`src/common/asc_pkg.sv`:
```
// Package of constants and types for the serial converter control block.
package asc_pkg;
	localparam int RESULT_W = 12;
	localparam int WORD_W = 13;
	localparam logic [3:0] WORD_LAST = 4'hc;
	localparam int CLK_RATE_MHZ = 20;
	localparam int LIGHT_WAKE_NS = 350;
	localparam int LIGHT_WAKE_CYC = (LIGHT_WAKE_NS * CLK_RATE_MHZ) / 1000;
	localparam int DEEP_WAKE_MS = 4;
	localparam int DEEP_WAKE_CYC = DEEP_WAKE_MS * CLK_RATE_MHZ * 1000;
	localparam int START_TO_CLOCK_NS = 100;
	localparam int START_TO_CLOCK_CYC = (START_TO_CLOCK_NS * CLK_RATE_MHZ + 999) / 1000;
	localparam int CONVERSION_START_STROBE_CYC_DEF = 40;
	localparam int WAKE_W = 17;
	localparam int CNT_W = 8;
	localparam logic [2:0] PULSES_LIGHT = 3'h2;
	localparam logic [2:0] PULSES_DEEP = 3'h4;
	localparam logic [RESULT_W-1:0] BIPOLAR_FLIP = 12'h800;
	typedef enum logic [1:0] {
		ASC_ACTIVE,
		ASC_LIGHT,
		ASC_DEEP
	} asc_power_type;
endpackage : asc_pkg

```
`src/logic/asc_sync.sv`:
```
// Two flip-flop synchroniser for a pin input.
`timescale 1ns/100ps
module asc_sync (
	// Clock and reset.
	input wire logic i_ref_clk,
	input wire logic i_rst_b,
	// Pin and result.
	input wire logic i_pin,
	output logic o_level
);
	logic meta_ff;

	always_ff @(posedge i_ref_clk or negedge i_rst_b) begin
		if (!i_rst_b) begin
			meta_ff <= 1'b0;
			o_level <= 1'b0;
		end else begin
			meta_ff <= i_pin;
			o_level <= meta_ff;
		end
	end
endmodule : asc_sync

```
`src/logic/asc_ctrl.sv`:
```
// Serial converter control: conversion sequencing, serial output and power states.
// Operation
// - Comes out of reset active, ready to convert without wake-up.
// - Clock low plus two start pulses enters light power-down.
// - Clock low plus four start pulses enters deep power-down.
// - Light power-down switches everything off except the reference.
// - Deep power-down switches everything off including the reference.
// - Rising serial clock wakes the device from either power-down.
// - Light power-down wake completes within 350ns.
// - Deep power-down wake takes about 4ms, waiting on reference ramp.
// - Reference-settled flag rises only once the reference has settled.
// - Reference-settled flag is shifted out before result bits.
// - Three lines: clock and start in, serial data out.
// - Conversion starts on rising edge of start strobe.
// - Start edges during a running conversion are ignored.
// - Clock too soon after start delays output by one clock.
// - Serial output changes only on rising serial clock edges.
// - Unipolar results span all zeros to all ones.
// - Bipolar results are two's complement around zero.
// - Unipolar coding is straight binary.
// - Flag forced low while reference is pulled below nominal.
`timescale 1ns/100ps
module asc_ctrl #(
	parameter int DEEP_WAKE_CYCLES = asc_pkg::DEEP_WAKE_CYC
) (
	// Clock and reset.
	input wire logic i_ref_clk,
	input wire logic i_rst_b,
	// Serial pins from the host.
	input wire logic i_sclk,
	input wire logic i_conversion_start_strobe,
	// Converter core side.
	input wire logic [asc_pkg::RESULT_W-1:0] i_sar_code,
	input wire logic i_bipolar,
	input wire logic i_ref_low,
	// Serial data to the host.
	output logic o_sdata,
	// Power controls and status.
	output logic o_core_power_en,
	output logic o_ref_power_en,
	output logic o_reference_settled_flag,
	output logic o_converting,
	output logic o_sample_req
);
	import asc_pkg::*;

	function automatic logic [CNT_W-1:0] dec_sat(input logic [CNT_W-1:0] v);
		dec_sat = (v == '0) ? v : v - 8'h01;
	endfunction : dec_sat

	logic sclk_s;
	logic conversion_start_strobe_s;
	logic sclk_d_ff;
	logic conversion_start_strobe_d_ff;
	asc_power_type pwr_ff;
	asc_power_type nxt_pwr;
	logic [2:0] pulse_cnt_ff;
	logic [2:0] nxt_pulse_cnt;
	logic [CNT_W-1:0] wake_cnt_ff;
	logic [WAKE_W-1:0] ref_cnt_ff;
	logic ref_ok_ff;
	logic busy_ff;
	logic [CNT_W-1:0] conversion_start_strobe_cnt_ff;
	logic [CNT_W-1:0] early_cnt_ff;
	logic early_ff;
	logic [WORD_W-1:0] shift_ff;
	logic [3:0] bit_cnt_ff;
	logic shifting_ff;
	logic skip_ff;

	asc_sync u_sync_sclk (
		.i_ref_clk(i_ref_clk),
		.i_rst_b(i_rst_b),
		.i_pin(i_sclk),
		.o_level(sclk_s)
	);
	asc_sync u_sync_conversion_start_strobe (
		.i_ref_clk(i_ref_clk),
		.i_rst_b(i_rst_b),
		.i_pin(i_conversion_start_strobe),
		.o_level(conversion_start_strobe_s)
	);

	// Only two input pins are watched, matching the three-line link.
	wire sclk_rise = sclk_s & ~sclk_d_ff;
	wire conversion_start_strobe_rise = conversion_start_strobe_s & ~conversion_start_strobe_d_ff;
	wire powered_down = (pwr_ff != ASC_ACTIVE);
	wire waking = (wake_cnt_ff != '0);
	wire ready = (pwr_ff == ASC_ACTIVE) & ~waking & ref_ok_ff;
	// A strobe while the clock is low is counted, never a conversion when asleep.
	wire start_ok = conversion_start_strobe_rise & ~busy_ff & ready & sclk_s;
	wire count_pulse = conversion_start_strobe_rise & ~sclk_s & ~busy_ff;
	wire conversion_start_strobe_done = busy_ff & (conversion_start_strobe_cnt_ff == 8'h01);
	wire ref_good = ref_ok_ff & ~i_ref_low;
	// Unipolar is straight binary; bipolar output flips the top bit into two's complement.
	wire [RESULT_W-1:0] coded = i_bipolar ? (i_sar_code ^ BIPOLAR_FLIP) : i_sar_code;

	always_comb begin
		nxt_pwr = pwr_ff;
		nxt_pulse_cnt = pulse_cnt_ff;
		if (sclk_rise) begin
			nxt_pwr = ASC_ACTIVE;
			nxt_pulse_cnt = 3'h0;
		end else if (count_pulse) begin
			nxt_pulse_cnt = (pulse_cnt_ff == PULSES_DEEP) ? pulse_cnt_ff : pulse_cnt_ff + 3'h1;
			if (nxt_pulse_cnt == PULSES_LIGHT) begin
				nxt_pwr = ASC_LIGHT;
			end else if (nxt_pulse_cnt == PULSES_DEEP) begin
				nxt_pwr = ASC_DEEP;
			end
		end
	end

	// Edge detectors run one clock behind the synchronisers, so every pin edge is seen three clocks late.
	always_ff @(posedge i_ref_clk or negedge i_rst_b) begin
		if (!i_rst_b) begin
			sclk_d_ff <= 1'b0;
		end else begin
			sclk_d_ff <= sclk_s;
		end
	end

	always_ff @(posedge i_ref_clk or negedge i_rst_b) begin
		if (!i_rst_b) begin
			conversion_start_strobe_d_ff <= 1'b0;
		end else begin
			conversion_start_strobe_d_ff <= conversion_start_strobe_s;
		end
	end

	always_ff @(posedge i_ref_clk or negedge i_rst_b) begin
		if (!i_rst_b) begin
			pwr_ff <= ASC_ACTIVE;
		end else begin
			pwr_ff <= nxt_pwr;
		end
	end

	always_ff @(posedge i_ref_clk or negedge i_rst_b) begin
		if (!i_rst_b) begin
			pulse_cnt_ff <= 3'h0;
		end else begin
			pulse_cnt_ff <= nxt_pulse_cnt;
		end
	end

	// Wake timing: a short fixed hold-off after light, a reference ramp after deep.
	// Conversions stay refused while either count runs, trading a little latency for trusted results.
	// Light leaves the reference up, so only the short hold-off applies there.
	wire wake_event = powered_down & (nxt_pwr == ASC_ACTIVE);
	wire in_deep = (pwr_ff == ASC_DEEP);
	wire ref_ramping = (ref_cnt_ff > WAKE_W'(1));
	wire [CNT_W-1:0] nxt_wake_cnt = wake_event ? CNT_W'(LIGHT_WAKE_CYC) : dec_sat(wake_cnt_ff);
	wire [WAKE_W-1:0] ref_dec = ref_ramping ? (ref_cnt_ff - WAKE_W'(1)) : '0;
	wire [WAKE_W-1:0] nxt_ref_cnt = in_deep ? WAKE_W'(DEEP_WAKE_CYCLES) : ref_dec;
	wire nxt_ref_ok = ~in_deep & ~ref_ramping;

	always_ff @(posedge i_ref_clk or negedge i_rst_b) begin
		if (!i_rst_b) begin
			wake_cnt_ff <= '0;
		end else begin
			wake_cnt_ff <= nxt_wake_cnt;
		end
	end

	always_ff @(posedge i_ref_clk or negedge i_rst_b) begin
		if (!i_rst_b) begin
			ref_cnt_ff <= '0;
		end else begin
			ref_cnt_ff <= nxt_ref_cnt;
		end
	end

	always_ff @(posedge i_ref_clk or negedge i_rst_b) begin
		if (!i_rst_b) begin
			ref_ok_ff <= 1'b1;
		end else begin
			ref_ok_ff <= nxt_ref_ok;
		end
	end

	// Conversion timer and early-clock detection.
	// The early window opens the clock after the take; a clock rise in the take cycle itself is not caught.
	// The conversion time is fixed; start edges inside it are dropped rather than queued.
	wire early_clock = busy_ff & sclk_rise & (early_cnt_ff != '0);
	wire nxt_busy = start_ok | (busy_ff & ~conversion_start_strobe_done);
	wire [CNT_W-1:0] nxt_conversion_start_strobe_cnt = start_ok ? CNT_W'(CONVERSION_START_STROBE_CYC_DEF) : dec_sat(conversion_start_strobe_cnt_ff);
	wire [CNT_W-1:0] nxt_early_cnt = start_ok ? CNT_W'(START_TO_CLOCK_CYC) : dec_sat(early_cnt_ff);
	wire nxt_early = ~start_ok & (early_ff | early_clock);

	always_ff @(posedge i_ref_clk or negedge i_rst_b) begin
		if (!i_rst_b) begin
			busy_ff <= 1'b0;
		end else begin
			busy_ff <= nxt_busy;
		end
	end

	always_ff @(posedge i_ref_clk or negedge i_rst_b) begin
		if (!i_rst_b) begin
			conversion_start_strobe_cnt_ff <= '0;
		end else begin
			conversion_start_strobe_cnt_ff <= nxt_conversion_start_strobe_cnt;
		end
	end

	always_ff @(posedge i_ref_clk or negedge i_rst_b) begin
		if (!i_rst_b) begin
			early_cnt_ff <= '0;
		end else begin
			early_cnt_ff <= nxt_early_cnt;
		end
	end

	always_ff @(posedge i_ref_clk or negedge i_rst_b) begin
		if (!i_rst_b) begin
			early_ff <= 1'b0;
		end else begin
			early_ff <= nxt_early;
		end
	end

	// Serial word: flag first, then result most significant first, one bit per rising clock.
	// The last bit stands for a full clock like the others; the rise after it returns the line to zero.
	// A host that stops early leaves the rest of the word behind; the next take discards it.
	wire load_word = ~start_ok & conversion_start_strobe_done;
	wire shift_step = ~start_ok & ~conversion_start_strobe_done & shifting_ff & sclk_rise;
	wire word_out = (bit_cnt_ff > WORD_LAST);
	wire take_bit = shift_step & ~skip_ff & ~word_out;
	wire end_word = shift_step & ~skip_ff & word_out;
	wire [WORD_W-1:0] shifted = {shift_ff[WORD_W-2:0], 1'b0};
	wire [WORD_W-1:0] nxt_shift = load_word ? {ref_good, coded} : (take_bit ? shifted : shift_ff);
	wire [3:0] nxt_bit_cnt = load_word ? 4'h0 : (take_bit ? (bit_cnt_ff + 4'h1) : bit_cnt_ff);
	wire nxt_shifting = ~start_ok & (load_word | (shifting_ff & ~end_word));
	wire nxt_skip = load_word ? early_ff : (skip_ff & ~shift_step);
	wire nxt_sdata = take_bit ? shift_ff[WORD_W-1] : (o_sdata & ~end_word);

	always_ff @(posedge i_ref_clk or negedge i_rst_b) begin
		if (!i_rst_b) begin
			shift_ff <= '0;
		end else begin
			shift_ff <= nxt_shift;
		end
	end

	always_ff @(posedge i_ref_clk or negedge i_rst_b) begin
		if (!i_rst_b) begin
			bit_cnt_ff <= 4'h0;
		end else begin
			bit_cnt_ff <= nxt_bit_cnt;
		end
	end

	always_ff @(posedge i_ref_clk or negedge i_rst_b) begin
		if (!i_rst_b) begin
			shifting_ff <= 1'b0;
		end else begin
			shifting_ff <= nxt_shifting;
		end
	end

	always_ff @(posedge i_ref_clk or negedge i_rst_b) begin
		if (!i_rst_b) begin
			skip_ff <= 1'b0;
		end else begin
			skip_ff <= nxt_skip;
		end
	end

	always_ff @(posedge i_ref_clk or negedge i_rst_b) begin
		if (!i_rst_b) begin
			o_sdata <= 1'b0;
		end else begin
			o_sdata <= nxt_sdata;
		end
	end

	// Power and status outputs, all registered so the pins never glitch.
	// The enables follow the next state, so power drops in the same clock as the state changes.
	wire nxt_core_power_en = (nxt_pwr == ASC_ACTIVE);
	wire nxt_ref_power_en = (nxt_pwr != ASC_DEEP);

	always_ff @(posedge i_ref_clk or negedge i_rst_b) begin
		if (!i_rst_b) begin
			o_core_power_en <= 1'b1;
		end else begin
			o_core_power_en <= nxt_core_power_en;
		end
	end

	always_ff @(posedge i_ref_clk or negedge i_rst_b) begin
		if (!i_rst_b) begin
			o_ref_power_en <= 1'b1;
		end else begin
			o_ref_power_en <= nxt_ref_power_en;
		end
	end

	always_ff @(posedge i_ref_clk or negedge i_rst_b) begin
		if (!i_rst_b) begin
			o_reference_settled_flag <= 1'b1;
		end else begin
			o_reference_settled_flag <= ref_good;
		end
	end

	always_ff @(posedge i_ref_clk or negedge i_rst_b) begin
		if (!i_rst_b) begin
			o_converting <= 1'b0;
		end else begin
			o_converting <= busy_ff;
		end
	end

	always_ff @(posedge i_ref_clk or negedge i_rst_b) begin
		if (!i_rst_b) begin
			o_sample_req <= 1'b0;
		end else begin
			o_sample_req <= start_ok;
		end
	end
endmodule : asc_ctrl

```
`config.mk`:
```
export PLATFORM = sky130hd
export DESIGN_NAME = asc_ctrl
export DESIGN_NICKNAME = d
export VERILOG_FILES = /design/src/common/asc_pkg.sv /design/src/logic/asc_sync.sv /design/src/logic/asc_ctrl.sv
export SDC_FILE = /design/constraint.sdc
export NUM_CORES = 1
export LEC_CHECK = 0
export ABC_CLOCK_PERIOD_IN_PS = 4640
export BUFFER_PORTS_ARGS = -buffer_cell sky130_fd_sc_hd__buf_2
export CORE_MARGIN = 1
export CORE_UTILIZATION = 65
export CTS_CLUSTER_DIAMETER = 30
export DETAILED_ROUTE_END_ITERATION = 8
export PLACE_DENSITY_LB_ADDON = 0.08
export SYNTH_ARGS = -nofsm -noshare
export SYNTH_HDL_FRONTEND = slang
export SYNTH_SLANG_ARGS = --single-unit
```
`constraint.sdc`:
```
create_clock -name i_ref_clk -period 4.64 [get_ports i_ref_clk]
set_input_delay 0.928 -clock i_ref_clk [delete_from_list [all_inputs] [get_ports i_ref_clk]]
set_output_delay 0.928 -clock i_ref_clk [all_outputs]
set_load 0.1 [all_outputs]
```
==> out/results.txt <==
Avg Synthesized Cell Area = 9.94 um^2
Post-cts gate resize count = 0
First-pass GRT wire length = 12800 um
Max-Cap Viols = 0
RD Place Congestion = 0.792
Drc violations = 0
Final Hold Fails = 0
I/O pin count = 24
Effective utilization at floorplan = 67.8%
Synth area leaders = dfrtp_1, nor2_1, ha_1
Row count = 28
Crit. Startpoint = wake_cnt_ff[0]$_DFFE_PN0P_
CP Class = reg -> reg
Number of synthesized flops with an enable pin = 0
Crit share post-route = 52.8%
Post-synthesis adder-cell area fraction = 4.34%
Die area = 6530 um^2
Power per Cell Area = 611 nW/um^2
Post-synthesis instance area = 4040 um^2
Sequential share of the synthesized area = 49.7%
Final setup viols = 0
FF-to-FF path depth = 9
R2R Path End = bit_cnt_ff[3]$_DFFE_PN0P_
CP endpoint kind = register
Mux contribution to synthesized area = 0.992%
DR vias/cell = 5.91
Global Route Usage Sum = 26.1%
Pleak = 0.00192 uW
Clk_lat worst skew = 0.35 ns
Yosys top cell area share = 47.1%
Setup_tns = 0 ns
Number of port buffers = 23
Critical path required time = 4.91 ns
Critical path launch point type = register
Worst Path Max Fanout = 27
Worst reg2reg startpoint = wake_cnt_ff[0]$_DFFE_PN0P_
Routed Antenna Nets = 0
Status = finished clean
Yosys cell types = 54
N_diodes = 0
Synth async-reset ratio = 100%
Net Count, Synth = 438
Clock skew = 0.0109 ns
Core area = 5960 um^2
Post-Synth Simple-Gate Area = 21.7%
R2R Setup Slk = 2.19 ns
Count leader, synth = dfrtp_1
Worst relative slew slack = 33.9%
CTS buffer count = 9
Worst-margin pin slew = 0.991 ns
Pre-antenna DRT Iters = 4
Worst path arrival time = 2.72 ns
Top post-synthesis cells by count = dfrtp_1, nor2_1, o21ai_0
Crit-path slowest cell = or4_1
Pins Over Slew Limit = 0
Xor/xnor share of the synthesized area = 5.86%
CTS sink cnt = 80
CTS clock-pin slew for the worst setup and hold paths = 0.08 ns
RSZ-0062 raised after global routing = no
Sequence of cells on the critical path = inv_1 > ha_1 > nor3b_1 > nand4_1 > buf_4 > inv_1 > buf_4 > or4_1 > a21oi_1
Prevailing post-synth register cell = dfrtp_1
Longest Clk Path Bufs = 2
Synth area leader = dfrtp_1
WL final = 7680 um
Initial antenna violation count = 0
Ys Warns = 0
Die height = 80.8 um
Nets = 461
Pin count of the biggest net entering global routing = 81
Area Overhead vs Synth = 9.05%
Largest stage delay, worst path = 0.52 ns
PnR worst setup slack = 2.19 ns
FMAX = 408 MHz
Post-CTS Hold Fix Bufs = 0
Number of global-route vias before repair = 2848
Ratio of cells with drive above 1 in the final layout = 13.8%
Postcts setup bufs = 0
TritonCTS clock tree = yes
Iter 0 DRT Violations = 226
FF+latch count, synth = 80
Syn Inst Count = 406
Dpl ws = 2.22 ns
CTS root buffer = clkbuf_8
Peak supply drop = 0.405 mV
Vias = 3010
Synth Area in Compound Gates = 13.8%
GRT overflow = 0
Chip width = 80.8 um
Largest family of logic cells by synthesized area = simple AND/OR/NAND/NOR gates
WHS Endpoint = u_sync_sclk.o_level$_DFF_PN0_
Post-DP HPWL = 5070 um
Max H-tree Level = 3
Min Tclk post-route = 2.45 ns
Worst Min Path Start = u_sync_sclk.meta_ff$_DFF_PN0_
Hold Path Class = reg -> reg
Wire length per cell = 15.1 um
WHS Path Cells = 0
-- worst max-delay path: cells and delay by family, from the launching register on --
| kind | cells | cell delay (ns) |
|---|---|---|
| AND/OR/NAND/NOR | 3 | 0.79 |
| buffers and inverters | 4 | 0.77 |
| flip-flops | 1 | 0.39 |
| AO/OA/AOI/OAI | 1 | 0.15 |
| adder cells (fa/ha/maj) | 1 | 0.26 |
-- cell families after synthesis --
logic type / after synthesis
AND/OR/NAND/NOR: 154
AO/OA/AOI/OAI: 93
flip-flops: 80
buffers and inverters: 34
XOR/XNOR: 27
adder cells (fa/ha/maj): 14
multiplexers: 4
-- flip-flops by register name, indices dropped and copies added, names as in the netlist, 2 cells and up --
signal and cells:
early_cnt_ff 8, bit_cnt_ff 4, pulse_cnt_ff 3, conversion_start_strobe_cnt_ff 8
pwr_ff 2, ref_cnt_ff 17, wake_cnt_ff 8, shift_ff 13
-- layer usage --
layer	part of all wire, %	track usage (%)	routed length, um
met2	47	42.5	3620
met4	1.9	13.6	147
met3	3.9	3.93	298
met1	47	34.1	3610
met5	0	0	0
-- where the power goes --
part,switching (uW),leakage [uW],total (uW),internal [uW]
Combinational,518,0.000850,901,383
Clock,249,0.0000993,512,262
Sequential,297,0.000973,1270,978
-- stage by stage --
stage,util [%],cells,instance area (um^2),total power (uW),hold WS (ns)
after floorplan,-,406,4040,1950,0.331
after global placement,70.6,493,4200,2120,0.332
after detailed placement,70.6,493,4200,2180,0.340
after CTS,73.9,509,4400,2700,0.360
after global routing,73.9,509,4400,2890,0.369
final,73.9,509,4400,2690,0.358
-- cell usage in the layout, fill, tap and decap left out, types with 10 or more instances in the layout --
master / n
xor2_1: 18
nand2_1: 24
a21oi_1: 24
nor2_1: 58
clkbuf_8: 10
o21ai_0: 31
nand3_1: 10
a31oi_1: 15
ha_1: 14
buf_2: 22
dfrtp_1: 76
inv_1: 20
-- how the worst max path moves through the flow --
stage                                endpoint  slack, ns  cells past startpoint
floorplan                             o_sdata       2.81                      0
global placement    bit_cnt_ff[3]$_DFFE_PN0P_       2.32                      9
detailed placement  bit_cnt_ff[3]$_DFFE_PN0P_       2.22                      9
CTS                 bit_cnt_ff[3]$_DFFE_PN0P_       2.19                      9
global route        bit_cnt_ff[3]$_DFFE_PN0P_       2.06                      9
finish              bit_cnt_ff[3]$_DFFE_PN0P_       2.19                      9
-- final cells by class --
cell class,instances,area (um^2)
Inverter,20,75.1
Sequential cell,80,2010
Timing Repair Buffer,26,140
Tap cell,75,93.8
Fill cell,449,1560
Clock inverter,5,56.3
Multi-Input combinational cell,292,1890
Clock buffer,11,141
No activity file was read; power rests on OpenSTA's default activity.
